<file path="src/include/ace_defines.svh">
`ifndef ACE_DEFINES_SVH
`define ACE_DEFINES_SVH
`define ACE_ADDR_W       12
`define ACE_OFF_CTRL     12'h000
`define ACE_OFF_LADDER   12'h004
`define ACE_OFF_IRQ_STAT 12'h008
`define ACE_OFF_IRQ_MASK 12'h00c
`define ACE_WORD_LSB     2
`define ACE_EDGE_LSB     3
`define ACE_EDGE_MSB     4
`define ACE_SYNC_BIT     6
`define ACE_VP_LSB       8
`define ACE_VP_MSB       10
`define ACE_VM_LSB       11
`define ACE_VM_MSB       13
`define ACE_CLR_BIT      20
`define ACE_LEVEL_BIT    21
`define ACE_FLAG_BIT     23
`define ACE_CTRL_WMASK   32'h0010_3f58
`define ACE_LAD_STEP_MSB 4
`define ACE_LAD_REF_BIT  5
`define ACE_LAD_WMASK    32'h0000_003f
`define ACE_REG_RESET    32'h0000_0000
`define ACE_IRQ_W        2
`define ACE_IRQ_RISE     0
`define ACE_IRQ_FALL     1
`define ACE_RESP_OKAY    2'h0
`define ACE_RESP_SLVERR  2'h2
`endif

</file>
<file path="src/include/ace_pkg.sv">
package ace_pkg;
   typedef enum logic [1:0] {
      ACE_EDGE_FALL  = 2'h0,
      ACE_EDGE_RISE  = 2'h1,
      ACE_EDGE_BOTH  = 2'h2,
      ACE_EDGE_BOTH3 = 2'h3
   } ace_edge_t;
   typedef enum logic [2:0] {
      ACE_SEL_LADDER  = 3'h0,
      ACE_SEL_EXT_ONE = 3'h1,
      ACE_SEL_EXT_TWO = 3'h2,
      ACE_SEL_BANDGAP = 3'h6
   } ace_sel_t;
   localparam int ACE_N_SRC = 4;
   localparam logic [2:0] ACE_SRC_CODE [ACE_N_SRC] =
      '{3'h0, 3'h1, 3'h2, 3'h6};
endpackage

</file>
<file path="src/include/ace_if.sv">
`timescale 1ns/100ps
interface ace_if;
   import ace_pkg::*;
   ace_edge_t edge_sel;
   logic      clr;
   logic      level;
   logic      rise;
   logic      fall;
   logic      flag;
   modport ctl (output edge_sel, clr, input level, rise, fall, flag);
   modport det (input edge_sel, clr, output level, rise, fall, flag);
endinterface

</file>
<file path="src/core/ace_edge.sv">
`timescale 1ns/100ps
module ace_edge (
   // clock and reset
   input  logic aclk,
   input  logic aresetn,
   // raw comparator level
   input  logic comparator_raw,
   // control side
   ace_if.det   e
);
   import ace_pkg::*;
   logic sync1_q;
   logic sync2_q;
   logic prev_q;
   logic flag_q;
   logic hit;

   always_ff @(posedge aclk) begin
      if (!aresetn) begin
         sync1_q <= 1'b0;
         sync2_q <= 1'b0;
         prev_q  <= 1'b0;
      end else begin
         sync1_q <= comparator_raw;
         sync2_q <= sync1_q;
         prev_q  <= sync2_q; // [RULE17]
      end
   end

   assign e.level = sync2_q;
   assign e.rise  = sync2_q & ~prev_q; // [RULE17]
   assign e.fall  = ~sync2_q & prev_q;

   always_comb begin
      case (e.edge_sel) // [RULE1]
         ACE_EDGE_FALL: hit = e.fall;
         ACE_EDGE_RISE: hit = e.rise;
         default:       hit = e.rise | e.fall;
      endcase
   end

   // set wins over clear
   always_ff @(posedge aclk) begin
      if (!aresetn)
         flag_q <= 1'b0;
      else if (hit)
         flag_q <= 1'b1; // [RULE2]
      else if (e.clr)
         flag_q <= 1'b0; // [RULE3]
   end
   assign e.flag = flag_q;
endmodule // ace_edge

</file>
<file path="src/core/ace_top.sv">
// The implementer's own choice: the AXI4-Lite interface to the registers.
`timescale 1ns/100ps
`include "ace_defines.svh"
// Function
// [RULE1]: edge select 0 falling, 1 rising, 2 and 3 both edges set flag.
// [RULE2]: edge flag is sticky and drives the interrupt request directly.
// [RULE3]: writing one to edge clear bit clears flag and request.
// [RULE4]: sync bit one passes bus-clock synchronised output, zero passes raw.
// [RULE5]: selected comparator output is offered for routing to a pin.
// [RULE6]: with sync zero and interrupt masked, output works without clock.
// [RULE7]: read-only control bit returns present comparator output level.
// [RULE8]: four sources reach two independent selectors, positive and negative.
// [RULE9]: code 0 ladder, 1 and 2 external, 6 reference, rest reserved.
// [RULE10]: ladder step selects one of 32 steps, reference down to ground.
// [RULE11]: ladder reference is main supply or dedicated reference pin.
// [RULE12]: software writes zero to reserved control bits.
// [RULE13]: software rereads output until readings agree after ladder changes.
// [RULE14]: software clears flag by writing one then zero to bit 20.
// [RULE15]: comparator output status sits at control bit 21.
// [RULE16]: positive selector bits 10:8, negative 13:11, same code meanings.
// [RULE17]: edges found by comparing consecutive bus-clock samples.
module ace_top #(
   parameter int LAD_STEPS = 32,
   parameter int LAD_W     = $clog2(LAD_STEPS)
) (
   // clock and reset
   input  logic                    aclk,
   input  logic                    aresetn,
   // axi4-lite write address
   input  logic [`ACE_ADDR_W-1:0]  s_axi_awaddr,
   input  logic [2:0]              s_axi_awprot,
   input  logic                    s_axi_awvalid,
   output logic                    s_axi_awready,
   // axi4-lite write data
   input  logic [31:0]             s_axi_wdata,
   input  logic [3:0]              s_axi_wstrb,
   input  logic                    s_axi_wvalid,
   output logic                    s_axi_wready,
   // axi4-lite write response
   output logic [1:0]              s_axi_bresp,
   output logic                    s_axi_bvalid,
   input  logic                    s_axi_bready,
   // axi4-lite read address
   input  logic [`ACE_ADDR_W-1:0]  s_axi_araddr,
   input  logic [2:0]              s_axi_arprot,
   input  logic                    s_axi_arvalid,
   output logic                    s_axi_arready,
   // axi4-lite read data
   output logic [31:0]             s_axi_rdata,
   output logic [1:0]              s_axi_rresp,
   output logic                    s_axi_rvalid,
   input  logic                    s_axi_rready,
   // analog comparator core
   input  logic                    comparator_raw,
   output ace_pkg::ace_sel_t       positive_input_select,
   output ace_pkg::ace_sel_t       negative_input_select,
   output logic [ace_pkg::ACE_N_SRC-1:0] positive_source_enable,
   output logic [ace_pkg::ACE_N_SRC-1:0] negative_source_enable,
   output logic [LAD_W-1:0]        ladder_step_select,
   output logic                    ladder_ref_pin_select,
   // comparator output to pin and other modules
   output logic                    comparator_out,
   // interrupts
   output logic                    edge_irq_req,
   output logic                    irq
);
   import ace_pkg::*;

   ace_if                  eif ();
   logic [31:0]            ctrl_q;
   logic [31:0]            ladder_q;
   logic [`ACE_IRQ_W-1:0]  stat_q;
   logic [`ACE_IRQ_W-1:0]  mask_q;
   logic                   aw_hold_q;
   logic                   w_hold_q;
   logic [`ACE_ADDR_W-1:0] awaddr_q;
   logic [31:0]            wdata_q;
   logic [3:0]             wstrb_q;
   logic                   bvalid_q;
   logic [1:0]             bresp_q;
   logic                   rvalid_q;
   logic [31:0]            rdata_q;
   logic [1:0]             rresp_q;
   logic                   wr_en;
   logic                   rd_en;
   logic [31:0]            wmask;
   logic [31:0]            wval;
   logic [`ACE_ADDR_W-1:0] wr_word;
   logic [`ACE_ADDR_W-1:0] rd_word;
   logic                   wr_ctrl;
   logic                   wr_lad;
   logic                   wr_stat;
   logic                   wr_mask;
   logic                   wr_hit;
   logic [31:0]            rd_val;
   logic                   rd_hit;
   logic [`ACE_IRQ_W-1:0]  events;

   ace_edge u_edge (
      .aclk           (aclk),
      .aresetn        (aresetn),
      .comparator_raw (comparator_raw),
      .e              (eif.det)
   );

   // write channel: address and data taken in either order
   assign s_axi_awready = !aw_hold_q && !bvalid_q;
   assign s_axi_wready  = !w_hold_q && !bvalid_q;
   assign wr_en         = aw_hold_q && w_hold_q && !bvalid_q;

   always_ff @(posedge aclk) begin
      if (!aresetn) begin
         aw_hold_q <= 1'b0;
         awaddr_q  <= '0;
      end else if (s_axi_awvalid && s_axi_awready) begin
         aw_hold_q <= 1'b1;
         awaddr_q  <= s_axi_awaddr;
      end else if (wr_en) begin
         aw_hold_q <= 1'b0;
      end
   end

   always_ff @(posedge aclk) begin
      if (!aresetn) begin
         w_hold_q <= 1'b0;
         wdata_q  <= '0;
         wstrb_q  <= '0;
      end else if (s_axi_wvalid && s_axi_wready) begin
         w_hold_q <= 1'b1;
         wdata_q  <= s_axi_wdata;
         wstrb_q  <= s_axi_wstrb;
      end else if (wr_en) begin
         w_hold_q <= 1'b0;
      end
   end

   // byte lanes to bit mask
   always_comb begin
      for (int i = 0; i < 4; i++) begin
         wmask[i*8 +: 8] = {8{wstrb_q[i]}};
      end
   end
   assign wval    = wdata_q & wmask;
   assign wr_word = {awaddr_q[`ACE_ADDR_W-1:`ACE_WORD_LSB],
                     `ACE_WORD_LSB'(0)};
   assign wr_ctrl = wr_en && wr_word == `ACE_OFF_CTRL;
   assign wr_lad  = wr_en && wr_word == `ACE_OFF_LADDER;
   assign wr_stat = wr_en && wr_word == `ACE_OFF_IRQ_STAT;
   assign wr_mask = wr_en && wr_word == `ACE_OFF_IRQ_MASK;
   assign wr_hit  = wr_ctrl | wr_lad | wr_stat | wr_mask;

   always_ff @(posedge aclk) begin
      if (!aresetn) begin
         bvalid_q <= 1'b0;
         bresp_q  <= `ACE_RESP_OKAY;
      end else if (wr_en) begin
         bvalid_q <= 1'b1;
         bresp_q  <= wr_hit ? `ACE_RESP_OKAY : `ACE_RESP_SLVERR;
      end else if (s_axi_bready) begin
         bvalid_q <= 1'b0;
      end
   end
   assign s_axi_bvalid = bvalid_q;
   assign s_axi_bresp  = bresp_q;

   // control register; reserved bits are dropped
   always_ff @(posedge aclk) begin
      if (!aresetn)
         ctrl_q <= `ACE_REG_RESET;
      else if (wr_ctrl)
         ctrl_q <= ((ctrl_q & ~wmask) | wval) & `ACE_CTRL_WMASK; // [RULE12]
   end

   always_ff @(posedge aclk) begin
      if (!aresetn)
         ladder_q <= `ACE_REG_RESET;
      else if (wr_lad)
         ladder_q <= ((ladder_q & ~wmask) | wval) & `ACE_LAD_WMASK;
   end

   // flag clears on each write carrying a one in the clear bit, except when an edge hits in that same cycle
   assign eif.clr = wr_ctrl && wval[`ACE_CLR_BIT]; // [RULE3] [RULE14]
   assign eif.edge_sel =
      ace_edge_t'(ctrl_q[`ACE_EDGE_MSB:`ACE_EDGE_LSB]); // [RULE1]
   assign edge_irq_req = eif.flag; // [RULE2]

   // interrupt status: set wins over write-one-to-clear
   assign events[`ACE_IRQ_RISE] = eif.rise;
   assign events[`ACE_IRQ_FALL] = eif.fall;
   always_ff @(posedge aclk) begin
      if (!aresetn)
         stat_q <= '0;
      else if (wr_stat)
         stat_q <= events | (stat_q & ~wval[`ACE_IRQ_W-1:0]);
      else
         stat_q <= events | stat_q;
   end

   always_ff @(posedge aclk) begin
      if (!aresetn)
         mask_q <= '0;
      else if (wr_mask)
         mask_q <= (mask_q & ~wmask[`ACE_IRQ_W-1:0])
                   | wval[`ACE_IRQ_W-1:0];
   end
   assign irq = |(stat_q & mask_q);

   // read channel
   assign s_axi_arready = !rvalid_q;
   assign rd_en         = s_axi_arvalid && s_axi_arready;
   assign rd_word = {s_axi_araddr[`ACE_ADDR_W-1:`ACE_WORD_LSB],
                     `ACE_WORD_LSB'(0)};

   always_comb begin
      rd_val = '0;
      rd_hit = 1'b1;
      case (rd_word)
         `ACE_OFF_CTRL: begin
            rd_val = ctrl_q;
            rd_val[`ACE_LEVEL_BIT] = eif.level; // [RULE7] [RULE15]
            rd_val[`ACE_FLAG_BIT]  = eif.flag;
         end
         `ACE_OFF_LADDER:   rd_val = ladder_q;
         `ACE_OFF_IRQ_STAT: rd_val[`ACE_IRQ_W-1:0] = stat_q;
         `ACE_OFF_IRQ_MASK: rd_val[`ACE_IRQ_W-1:0] = mask_q;
         default:           rd_hit = 1'b0;
      endcase
   end

   always_ff @(posedge aclk) begin
      if (!aresetn) begin
         rvalid_q <= 1'b0;
         rdata_q  <= '0;
         rresp_q  <= `ACE_RESP_OKAY;
      end else if (rd_en) begin
         rvalid_q <= 1'b1;
         rdata_q  <= rd_val;
         rresp_q  <= rd_hit ? `ACE_RESP_OKAY : `ACE_RESP_SLVERR;
      end else if (s_axi_rready) begin
         rvalid_q <= 1'b0;
      end
   end
   assign s_axi_rvalid = rvalid_q;
   assign s_axi_rdata  = rdata_q;
   assign s_axi_rresp  = rresp_q;

   // input selectors and per-source enables
   assign positive_input_select =
      ace_sel_t'(ctrl_q[`ACE_VP_MSB:`ACE_VP_LSB]); // [RULE16]
   assign negative_input_select =
      ace_sel_t'(ctrl_q[`ACE_VM_MSB:`ACE_VM_LSB]); // [RULE16]
   for (genvar s = 0; s < ACE_N_SRC; s++) begin : g_src
      // reserved codes enable no source
      assign positive_source_enable[s] =
         positive_input_select == ACE_SRC_CODE[s]; // [RULE8] [RULE9]
      assign negative_source_enable[s] =
         negative_input_select == ACE_SRC_CODE[s]; // [RULE8] [RULE9]
   end

   // ladder step and reference source
   assign ladder_step_select =
      ladder_q[`ACE_LAD_STEP_MSB:0]; // [RULE10]
   assign ladder_ref_pin_select = ladder_q[`ACE_LAD_REF_BIT]; // [RULE11]

   // raw path has no flop so it runs without the clock
   assign comparator_out = ctrl_q[`ACE_SYNC_BIT] ?
      eif.level : comparator_raw; // [RULE4] [RULE5] [RULE6]
endmodule // ace_top

</file>
<file path="config.mk">
export PLATFORM = sky130hd
export DESIGN_NAME = ace_top
export DESIGN_NICKNAME = d
export VERILOG_FILES = /design/src/include/ace_pkg.sv /design/src/include/ace_if.sv /design/src/core/ace_edge.sv /design/src/core/ace_top.sv
export VERILOG_INCLUDE_DIRS = /design/src /design/src/include
export SDC_FILE = /design/constraint.sdc
export NUM_CORES = 1
export LEC_CHECK = 0
export BUFFER_PORTS_ARGS = -buffer_cell sky130_fd_sc_hd__clkbuf_2
export CORE_UTILIZATION = 43
export DETAILED_ROUTE_END_ITERATION = 10
export PLACE_DENSITY = 0.76
export SYNTH_ARGS = -nofsm -noshare
export SYNTH_HDL_FRONTEND = slang
export SYNTH_HIERARCHICAL = 1
export SYNTH_SLANG_ARGS = --single-unit
</file>
<file path="constraint.sdc">
create_clock -name aclk -period 2 [get_ports aclk]
set_clock_uncertainty 0.2 [all_clocks]
set_input_delay 0.2 -clock aclk [delete_from_list [all_inputs] [get_ports aclk]]
set_output_delay 0.2 -clock aclk [all_outputs]
set_load 0.02 [all_outputs]
</file>
After elaboration in Yosys (flattened, before gate mapping):

Index checks and enable logic that the tools add are counted.

* bits in registers: 100
* input bits: 74
* logic and storage cells: 98
* output and inout port bits: 64

* bitwise operators: 22
* eq/ne operators: 13
* reductions and logical operators: 28
* mux-type cells: 17

Operators with widths (count)
* $pmux 22 s2: 1
* $and 21x21->21: 2
* $eq 10x2->1 const B: 4
* $logic_not 12->1: 2
* $not 21->21: 1
* $or 21x21->21: 1
* $eq 10x1->1 const B: 2
* $logic_and 1x1->1: 12
* $mux 1: 11
* $reduce_bool 2->1: 5
* $and 2x2->2: 3
* $and 6x6->6: 1
* $eq 3x1->1 const B: 2
* $eq 3x2->1 const B: 2
* $eq 3x3->1 const B: 2
* $logic_not 3->1: 2
* $mux 2: 3
* $or 2x2->2: 3
* $or 6x6->6: 1
* $pmux 2 s3: 1
* $logic_not 1->1: 4
* $not 2->2: 2
* $or 1x1->1: 4
* $reduce_or 4->1: 1
* other kinds (6): 8

Logic depth before layout (Yosys ltp):

Gate-level depths: netlist of the first run.

* depth after elaboration: 7
* depth in mapped cells: 7
* gate-level depth less buffers: 6

By module:

The synthesis of the first run kept the hierarchy.

By module, submodules not included
* ace_top: instances 1, area an instance 2976.6 um^2, seq. area each 1381.3 um^2, cells an instance 325
* ace_edge: instances 1, area an instance 182.7 um^2, seq. area each 80.1 um^2, cells an instance 17

Worst setup path after synthesis of the first run:

OpenSTA, ideal clock, no wires.

* kind: flip-flop to flip-flop
* from: register bvalid_q (netlist: s_axi_bvalid)
* to: register u_edge.flag_q (netlist: u_edge/e.flag)
* cell stages (with the launch flop): 8
* data arrival time: 1.779 ns
* slack: -0.099 ns
* required time: 1.680 ns
* buffers on the path: 1
* setup time: 0.120 ns
* clock period less this slack: 2.099 ns
* path through: dfxtp_1 > clkbuf_1 > nand3b_2 > nor4_1 > and2_1 > nor2b_4 > o21ai_2 > a21oi_2

* word-level cells in the longest chain between the ends: 5

RTL lines
* start, declared: RTL line ace_top.sv:79 `logic bvalid_q;`
* start signal, assigned: RTL line ace_top.sv:154 `bvalid_q <= 1'b0;`
* start signal, assigned: RTL line ace_top.sv:157 `bvalid_q <= 1'b1;`
* start signal, assigned: RTL line ace_top.sv:160 `bvalid_q <= 1'b0;`
* $logic_not 1->1: RTL line ace_top.sv:109 `assign wr_en = aw_hold_q && w_hold_q && !bvalid_q;`
* $logic_and 1x1->1: RTL line ace_top.sv:109
* $logic_and 1x1->1 (no line)
* $logic_and 1x1->1: RTL line ace_top.sv:182 `` assign eif.clr = wr_ctrl && wval[`ACE_CLR_BIT]; ``
* net eif.clr: RTL line ace_if.sv:5 `logic clr;`
* $reduce_bool 2->1 (no line)
* end signal, assigned: RTL line ace_edge.sv:45 `flag_q <= 1'b0;`
* end signal, assigned: RTL line ace_edge.sv:47 `flag_q <= 1'b1;`
* end signal, assigned: RTL line ace_edge.sv:49 `flag_q <= 1'b0;`
* end, declared: RTL line ace_edge.sv:15 `logic flag_q;`

The timed path passes the listed nets, and every way through them passes these cells.
A chain may end at the register's enable or synchronous reset.

Final worst setup path of the first run:

* from: register awaddr_q[7]
* to: register u_edge.flag_q (netlist: u_edge/e.flag)

* word-level cells in the longest chain between the ends: 4

RTL lines
* start, declared: RTL line ace_top.sv:76 `` logic [`ACE_ADDR_W-1:0] awaddr_q; ``
* start signal, assigned: RTL line ace_top.sv:117 `awaddr_q <= s_axi_awaddr;`
* $logic_not 12->1 (no line)
* $logic_and 1x1->1 (no line)
* $logic_and 1x1->1: RTL line ace_top.sv:182
* net eif.clr: RTL line ace_if.sv:5
* $reduce_bool 2->1 (no line)

The timed path passes the listed nets, and every way through them passes these cells.

==> results of run 1 <==
-- cell usage after synthesis --
master	n	share of area, %
dfxtp_1	73	46
nand2_1	72	8.6
mux2i_1	31	9.8
buf_4	24	5.7
a21oi_1	21	3.3
nor2_1	16	1.9
clkbuf_1	14	1.7
a22o_1	11	3.0
nand3_1	6	0.95
nor3b_1	6	1.4
inv_1	5	0.59
nand2b_1	5	0.99
and2_1	4	0.79
nor3_1	4	0.63
nor4_1	4	0.79
o31ai_1	4	0.95
or3b_2	4	1.1
mux2_2	3	1.1
nor2b_1	3	0.59
nor4_4	3	2.0
a211oi_1	2	0.48
a222oi_1	2	0.63
a31oi_1	2	0.40
buf_2	2	0.32
ha_1	2	0.79
nand3b_1	2	0.48
o21ai_0	2	0.32
a21oi_2	1	0.28
and3b_1	1	0.28
and4_1	1	0.28
buf_6	1	0.36
clkinv_1	1	0.12
conb_1	1	0.12
nand3b_2	1	0.36
nor2_2	1	0.20
nor2b_4	1	0.44
nor3b_2	1	0.40
nor4_2	1	0.40
o211a_1	1	0.32
o21ai_2	1	0.28
or4_1	1	0.24
or4_4	1	0.36
-- worst max-delay path, cell delays in order, from the launching register on --
cell and delay, ns:
dfxtp_1 0.32, or4_4 0.57, nor4_4 0.31, and2_1 0.22, nor2b_4 0.06, o21ai_2 0.14
a21oi_2 0.04
-- routing by layer --
layer  global-route usage (%)  vias to the layer above
li1                         -                     1377
met1                     22.4                     1235
met2                     33.7                       81
met3                     5.28                        7
met4                     7.45                        0
met5                        0                        -
-- metrics by stage --
step,util (%),setup TNS (ns),instances,setup WS [ns]
global placement,52.9,0,519,0.0352
detailed placement,52.9,-0.00985,519,-0.00985
floorplan,-,0,359,0.00609
CTS,60.3,0,566,0.00430
finish,60.6,0,566,0.0510
global route,60.6,-0.0572,566,-0.0286
-- power by group through the flow --
stage | sequential (uW) | clock (uW) | combinational (uW)
6_report | 1540 | 1130 | 416
5_1_grt | 1550 | 1220 | 457
4_1_cts | 1540 | 1160 | 403
3_5_place_dp | 1570 | 0 | 351
3_3_place_gp | 1570 | 0 | 345
2_1_floorplan | 1570 | 0 | 266
-- path summary, 6_finish.rpt --
path	slack, ns	to	cells after the start	start
hold reg to reg	0.25	u_edge/e.level$_SDFF_PN0_	1	u_edge/sync1_q$_SDFF_PN0_
hold / removal	0.12	s_axi_rresp[1]$_SDFFE_PN0P_	2	aresetn
setup reg to reg	0.05	u_edge/e.flag$_SDFFE_PN0P_	6	awaddr_q[7]$_SDFFE_PN0P_
setup / recovery	0.05	u_edge/e.flag$_SDFFE_PN0P_	6	awaddr_q[7]$_SDFFE_PN0P_
-- repair_timing --
item                                    4_1_cts  5_1_grt
hold endpoints to repair                     32        0
resized for setup                             2        5
hold buffers                                 31        0
endpoints found under the setup margin        6       15
pin swaps                                     0        3
-- cell type report --
cell class | instances | area share (%)
multi-input combinational | 239 | 36.2
clock buffer | 10 | 3.03
timing repair buffer | 136 | 21.1
inverter | 6 | 0.535
clock inverter | 6 | 1.60
tap | 96 | 2.85
sequential | 73 | 34.7
-- cells by family after synthesis --
kind of cell             count (synthesis)  synth area share, %
buffers and inverters                   47                 8.75
flip-flops                              73                 46.3
AND/OR/NAND/NOR                        138                 23.2
adder cells (fa/ha/maj)                  2                0.792
other                                    1                0.119
AO/OA/AOI/OAI                           47                 10.0
multiplexers                            34                 10.9
==> reports/qor.txt, run 1 <==
I/O Buffers -> 90
Number of DRC markers in iteration 0 -> 124
Avg Inst Size Synth -> 9.24 sq um
Initial Utilization -> 45.5%
CP required -> 2.04 ns
Final hold vios -> 0
CTS max path bufs -> 2
TritonRoute pass-1 iters -> 4
Commonest non-fill, non-tap cell in the layout -> clkbuf_2
Synth cell types -> 42
Switching Fraction -> 26.5%
Top Layer Used -> met4
Final ANT Viol Nets -> 0
Critical path capture point type -> flip-flop
Vias in the first global route -> 2,555
Drt wl/cell -> 12.6 um
Clk root buf -> clkbuf_8
Least-Margin Pin Slew -> 0.607 ns
Wire length on met2 -> 3.52 mm
CTS buffer count -> 9
Nets -> 541
DP Area -> 3670 sq um
Vias -> 2,700
Max FO, Critical Path -> 2
Area of the multi-input gates -> 1520 sq um
Routability Congestion -> 0.770
Boundary Pins -> 138
Final slew viol count -> 0
Post-CTS Setup Repair Bufs -> 0
Switching Power -> 815 uW
CTS sink cnt -> 73
Vias per cell -> 4.77
Worst endpoint data arrival time -> 1.99 ns
Leakage power -> 0.00179 uW
Final Power -> 3080 uW
Total track usage -> 19.3%
Clock Latency Late Sink -> 0.34 ns
Filler cell count -> 597
Chip width -> 87.7 um
Remaining Overflow, GRT -> 0
Post-route DRC violation count -> 0
Sequential share of the synthesized area -> 46.3%
HPWL Detailed -> 4.91 mm
Outcome -> complete, no violations
Cell internal pwr -> 2270 uW
Peak Freq -> 513 MHz
Largest net degree at the start of global routing -> 35
Power Density -> 732 nW/um^2
RSZ-0062 raised after global routing -> true
Final WL -> 7.11 mm
CTS tree -> done
Final critical-path required period -> 1.95 ns
Yosys reg bits -> 73
VDD IR max -> 0.581 mV
Met3 Routed Length -> 378 um
Commonest cells after routing, fill and taps aside -> clkbuf_2 (90), dfxtp_1 (73), nand2_1 (72), mux2i_1 (31), dlygate4sd3_1 (31)
Gate power share -> 13.5%
Clock slew at reported path FFs -> 0.08 ns
Rel. slew slack -> 59.4%
# diodes -> 0
Initial antenna violation count -> 0
Layout cell share with drive strength beyond 1 -> 30.2%
First-pass GRT wire length -> 11.5 mm
Sequential Area -> 1460 sq um
Total die area -> 7690 sq um
Crit Path Class -> reg2reg
Max-Cap Viols -> 0
Setup-failing EPs final -> 0
Row count -> 30
Area Overhead vs Synth -> 33.3%
Synth warnings -> 6
Synthesized instance count -> 342
Hold crit path type -> in2reg
Clock power share -> 36.5%
Core ar. -> 6940 sq um
Tcrit/Tclk final -> 97.4%
Sequential Power Share -> 50.0%
Mapped cell area -> 3160 sq um
M1 WL -> 3.15 mm
Final Hold Slack -> 0.116 ns
Final instance area -> 4210 sq um
CTS H-tree depth -> 3
Critical Path Start Type -> flip-flop
Die height -> 87.7 um
Note: power is estimated with default switching activity, not from simulation.
==> run 2, diff against run 1 <==
--- a/config.mk
+++ b/config.mk
@@ -7,9 +7,9 @@
 export NUM_CORES = 1
 export LEC_CHECK = 0
 export BUFFER_PORTS_ARGS = -buffer_cell sky130_fd_sc_hd__clkbuf_2
-export CORE_UTILIZATION = 43
+export CORE_UTILIZATION = 50
 export DETAILED_ROUTE_END_ITERATION = 10
-export PLACE_DENSITY = 0.76
+export PLACE_DENSITY = 0.84
 export SYNTH_ARGS = -nofsm -noshare
 export SYNTH_HDL_FRONTEND = slang
 export SYNTH_HIERARCHICAL = 1
==> constraint.sdc (replaced) <==
create_clock -name aclk -period 2.3 [get_ports aclk]
set_clock_uncertainty 0.2 [all_clocks]
set_input_delay 0.23 -clock aclk [delete_from_list [all_inputs] [get_ports aclk]]
set_output_delay 0.23 -clock aclk [all_outputs]
set_load 0.005 [all_outputs]
==> run 2 against run 1 <==
Core utilization rose by 8.5 points; combinational power shrank 26%; clock-buffer cell count fell by 1; non-clock buffer count decreased by 5; hold slack worse by 0.059 ns; fmax down 4.5%; die area fell by 14%; global-route usage is 2.7 points higher; critical path depth increased by 1; first-iteration DRC count fell by 13%; routed wire length shrank 0.89%; critical path type unchanged.
==> reports/qor.txt, run 2 (synthesized netlist as in run 1, its figures left out) <==
Power Density -> 687 nW/um^2
Area Overhead vs Synth -> 31.2%
Remaining Overflow, GRT -> 0
Die height -> 81.5 um
Gate power share -> 10.8%
Peak Freq -> 490 MHz
Nets -> 536
VDD IR max -> 0.447 mV
Number of DRC markers in iteration 0 -> 108
Cell internal pwr -> 2170 uW
Clock power share -> 42.1%
Routability Congestion -> 0.773
Setup TNS -> 0 ns
Least-Margin Pin Slew -> 0.668 ns
Setup-failing EPs final -> 0
Final Power -> 2850 uW
CTS tree -> done
Max stage delay on crit path -> 0.54 ns
Core ar. -> 5990 sq um
Commonest cells after routing, fill and taps aside -> clkbuf_2 (90), dfxtp_1 (73), nand2_1 (72), mux2i_1 (31), dlygate4sd3_1 (30)
CTS H-tree depth -> 3
Slowest CP cell -> or4_4
I/O Buffers -> 90
Layout cell share with drive strength beyond 1 -> 29.2%
Total track usage -> 22.0%
Initial Utilization -> 52.7%
Worst endpoint data arrival time -> 2.06 ns
Chip width -> 81.5 um
Largest net degree at the start of global routing -> 35
CP required -> 2.32 ns
# resized after CTS -> 0
Vias in the first global route -> 2,507
RSZ-0062 raised after global routing -> false
Final critical-path required period -> 2.04 ns
Row count -> 28
Initial antenna violation count -> 0
Post-place setup slack -> 0.263 ns
Boundary Pins -> 138
Final Hold Slack -> 0.0573 ns
TritonRoute pass-1 iters -> 4
Post-route DRC violation count -> 0
Final WL -> 7.05 mm
Critical Path Start Type -> flip-flop
Final ANT Viol Nets -> 0
Hold crit path type -> in2reg
Worst path cell trace -> or4_4 > nor4_1 > buf_4 > and2_1 > nor2b_4 > o21ai_2 > a21oi_2
CTS buffer count -> 9
Outcome -> complete, no violations
Max FO, Critical Path -> 2
Layout Utilization -> 69.2%
Final slew viol count -> 0
Leakage power -> 0.00176 uW
# diodes -> 0
Delay-heaviest family, CP -> simple AND/OR/NAND/NOR gates
Fin worst setup slack -> 0.260 ns
Switching Power -> 674 uW
First-pass GRT wire length -> 11.2 mm
HPWL Detailed -> 4.86 mm
Total die area -> 6640 sq um
Clock Latency Late Sink -> 0.34 ns
Vias -> 2,737
Worst path bufs/invs -> 1
Commonest non-fill, non-tap cell in the layout -> clkbuf_2
CTS sink cnt -> 73
Drt wl/cell -> 13.1 um
Tcrit/Tclk final -> 88.7%
Sequential Power Share -> 47.1%
Vias per cell -> 5.07
Crit Path Class -> reg2reg
Switching Fraction -> 23.7%
Max-Cap Viols -> 0
Clock slew at reported path FFs -> 0.08 ns
Final hold vios -> 0
CTS max path bufs -> 2
Rel. slew slack -> 55.3%
Critical path capture point type -> flip-flop
Clk root buf -> clkbuf_8
==> run 2: worst paths after layout <==
path | startpoint | endpoint | slack (ns) | cells after the start
min | s_axi_araddr[2] | s_axi_rdata[5]$_SDFFE_PN0P_ | 0.06 | 3
max reg2reg | awaddr_q[7]$_SDFFE_PN0P_ | u_edge/e.flag$_SDFFE_PN0P_ | 0.26 | 7
max | awaddr_q[7]$_SDFFE_PN0P_ | u_edge/e.flag$_SDFFE_PN0P_ | 0.26 | 7
min reg2reg | u_edge/sync1_q$_SDFF_PN0_ | u_edge/e.level$_SDFF_PN0_ | 0.25 | 1
==> run 2: cell type report <==
class / instances / area [sq um]
Clock buffer: 9 / 124
Clock inverter: 7 / 119
Fill cell: 487 / 1850
Inverter: 6 / 22.5
Multi-Input combinational cell: 239 / 1490
Sequential cell: 73 / 1460
Tap cell: 75 / 93.8
Timing Repair Buffer: 131 / 833
==> run 2: stage by stage <==
| step | area, sq um | instances |
|---|---|---|
| final | 4140 | 540 |
| after global routing | 4140 | 540 |
| after CTS | 4140 | 540 |
| after detailed placement | 3600 | 494 |
| after global placement | 3600 | 494 |
| after floorplan | 3220 | 359 |
==> run 2: routing by layer <==
metal	up-vias	routed length [um]	GRT usage, %
met3	16	373	4.56
met5	-	0	0
met1	1265	3150	26.6
met2	95	3400	37.4
li1	1361	-	-
met4	0	122	10.0
==> run 2: worst min-delay path: stages <==
cell and delay (ns):
clkbuf_2 0.17, nand2_1 0.10, o31ai_1 0.06
==> run 2: repair_timing <==
action / in CTS / in global routing
endpoints found under the hold margin: 30 / 0
setup endpoints to repair: 0 / 0
hold buffers: 30 / 0
buffers inserted: 0 / 0
==> run 2: power groups by stage <==
stage | clock network, uW | registers (uW) | logic [uW]
2_1_floorplan | 0 | 1360 | 201
3_3_place_gp | 0 | 1370 | 255
3_5_place_dp | 0 | 1370 | 264
4_1_cts | 1210 | 1340 | 305
5_1_grt | 1260 | 1350 | 342
6_report | 1200 | 1340 | 309
==> run 3, diff against run 2 <==
--- a/config.mk
+++ b/config.mk
@@ -7,6 +7,7 @@
 export NUM_CORES = 1
 export LEC_CHECK = 0
 export BUFFER_PORTS_ARGS = -buffer_cell sky130_fd_sc_hd__clkbuf_2
+export CORE_ASPECT_RATIO = 1.4
 export CORE_UTILIZATION = 50
 export DETAILED_ROUTE_END_ITERATION = 10
 export PLACE_DENSITY = 0.84
==> run 3 against run 2 <==
Setup slack got worse by 0.020 ns; hold slack got worse by 0.020 ns; cell area decreased by 1.5%; critical path depth decreased by 1; die area about the same; non-clock buffer count decreased by 1; sequential share of layout area increased by 0.53 points; sequential cell count unchanged.
==> reports/qor.txt, run 3 (synthesized netlist as in run 1, its figures left out) <==
Outcome -> complete, no violations
I/O Buffers -> 90
# diodes -> 0
Commonest non-fill, non-tap cell in the layout -> clkbuf_2
Worst endpoint data arrival time -> 2.09 ns
Delay-heaviest family, CP -> simple AND/OR/NAND/NOR gates
Gate power share -> 11.6%
CTS tree -> done
Vias in the first global route -> 2,662
Final WL -> 7.36 mm
Switching Power -> 669 uW
Rel. slew slack -> 57.4%
Post-place setup slack -> 0.284 ns
Worst hold stages -> 3
VDD IR max -> 0.492 mV
Clock power share -> 37.6%
Critical Path Start Type -> flip-flop
Remaining Overflow, GRT -> 0
First-pass GRT wire length -> 11.8 mm
Die height -> 96.1 um
Layout cell share with drive strength beyond 1 -> 29.1%
Drt wl/cell -> 13.8 um
R2r worst-path depth -> 6
Tcrit/Tclk final -> 89.6%
Least-Margin Pin Slew -> 0.636 ns
Max stage delay on crit path -> 0.54 ns
Total die area -> 6640 sq um
Crit Path Class -> reg2reg
Vias per cell -> 5.19
Worst path cell trace -> or4_4 > nor4_1 > and2_1 > nor2b_4 > o21ai_2 > a21oi_2
Filler cell count -> 467
Worst path bufs/invs -> 0
Sequential Power Share -> 50.8%
Critical path capture point type -> flip-flop
Layout Utilization -> 68.2%
Core ar. -> 5990 sq um
TritonRoute pass-1 iters -> 7
Fin cells -> 534
Clock Latency Late Sink -> 0.35 ns
Clock slew at reported path FFs -> 0.08 ns
Hold crit path type -> in2reg
Final hold vios -> 0
CTS sink cnt -> 73
Total track usage -> 22.3%
Boundary Pins -> 138
Number of DRC markers in iteration 0 -> 128
Post-route DRC violation count -> 0
CTS max path bufs -> 2
Nets -> 535
Commonest cells after routing, fill and taps aside -> clkbuf_2 (90), dfxtp_1 (73), nand2_1 (72), mux2i_1 (31), dlygate4sd3_1 (30)
Crit Reg-Reg Startpoint -> awaddr_q[7]$_SDFFE_PN0P_
Setup TNS -> 0 ns
Cell internal pwr -> 1980 uW
CTS H-tree depth -> 3
Setup-failing EPs final -> 0
FF-to-FF setup slack -> 0.24 ns
Area Overhead vs Synth -> 29.2%
Final slew viol count -> 0
Largest net degree at the start of global routing -> 35
Initial Utilization -> 52.8%
Max-Cap Viols -> 0
Switching Fraction -> 25.3%
Hold Crit Start -> s_axi_araddr[2]
Max FO, Critical Path -> 2
CTS buffer count -> 9
RSZ-0062 raised after global routing -> false
Leakage power -> 0.00174 uW
CP required -> 2.33 ns
Peak Freq -> 485 MHz
Slowest CP cell -> or4_4
Fin worst setup slack -> 0.240 ns
# resized after CTS -> 0
Final ANT Viol Nets -> 0
HPWL Detailed -> 4.73 mm
Final critical-path required period -> 2.06 ns
Initial antenna violation count -> 0
Hold EP -> s_axi_rdata[2]$_SDFFE_PN0P_
Routability Congestion -> 0.758
Row count -> 33
Vias -> 2,772
FF-to-FF End -> u_edge/e.flag$_SDFFE_PN0P_
Clk root buf -> clkbuf_8
Final Power -> 2650 uW
Power Density -> 648 nW/um^2
Chip width -> 69.2 um
Placed Instances -> 488
==> run 3: how the worst max path moves through the flow <==
| stage | start | end | slack, ns | cells past startpoint |
|---|---|---|---|---|
| 5_1_grt | awaddr_q[7]$_SDFFE_PN0P_ | u_edge/e.flag$_SDFFE_PN0P_ | 0.18 | 6 |
| 3_3_place_gp | awaddr_q[7]$_SDFFE_PN0P_ | u_edge/e.flag$_SDFFE_PN0P_ | 0.29 | 6 |
| 6_report | awaddr_q[7]$_SDFFE_PN0P_ | u_edge/e.flag$_SDFFE_PN0P_ | 0.24 | 6 |
| 4_1_cts | awaddr_q[7]$_SDFFE_PN0P_ | u_edge/e.flag$_SDFFE_PN0P_ | 0.26 | 6 |
| 2_1_floorplan | awaddr_q[7]$_SDFFE_PN0P_ | u_edge/e.flag$_SDFFE_PN0P_ | 0.24 | 7 |
| 3_5_place_dp | awaddr_q[7]$_SDFFE_PN0P_ | u_edge/e.flag$_SDFFE_PN0P_ | 0.28 | 6 |
==> run 3: power groups by stage <==
stage | Combinational (uW) | Clock, uW | Sequential, uW
floorplan | 201 | 0 | 1360
global placement | 253 | 0 | 1370
detailed placement | 260 | 0 | 1370
CTS | 301 | 1000 | 1340
global route | 337 | 1060 | 1350
finish | 307 | 996 | 1340
==> run 3: tightest hold or removal path: stages <==
cell and delay (ns):
clkbuf_2 0.16, nand2_1 0.10, o31ai_1 0.05
==> run 3: routing by layer <==
metal	share of wire [%]	vias to the layer above	track usage (%)
met5	0	-	0
met4	3.4	0	16.0
met3	4.4	23	3.87
met2	51	88	40.2
met1	41	1290	23.7
li1	-	1371	-
==> run 3: metrics by stage <==
stage / hold slack, ns / area [sq um]
floorplan: 0.147 / 3220
global placement: 0.219 / 3590
detailed placement: 0.240 / 3590
CTS: 0.0342 / 4080
global route: 0.0807 / 4080
finish: 0.0371 / 4080
==> run 3: area by class of cell <==
cell class	instances	area (sq um)	area share [%]
multi-input combinational	239	1490	36.5
sequential	73	1460	35.8
timing repair buffer	130	826	20.2
clock buffer	10	138	3.37
tap	70	87.6	2.15
clock inverter	6	57.6	1.41
inverter	6	22.5	0.552
==> run 3: what timing repair did <==
| action | 4_1_cts | 5_1_grt |
|---|---|---|
| hold buffers | 30 | 0 |
| hold endpoints to repair | 30 | 0 |
| buffers inserted | 0 | 0 |
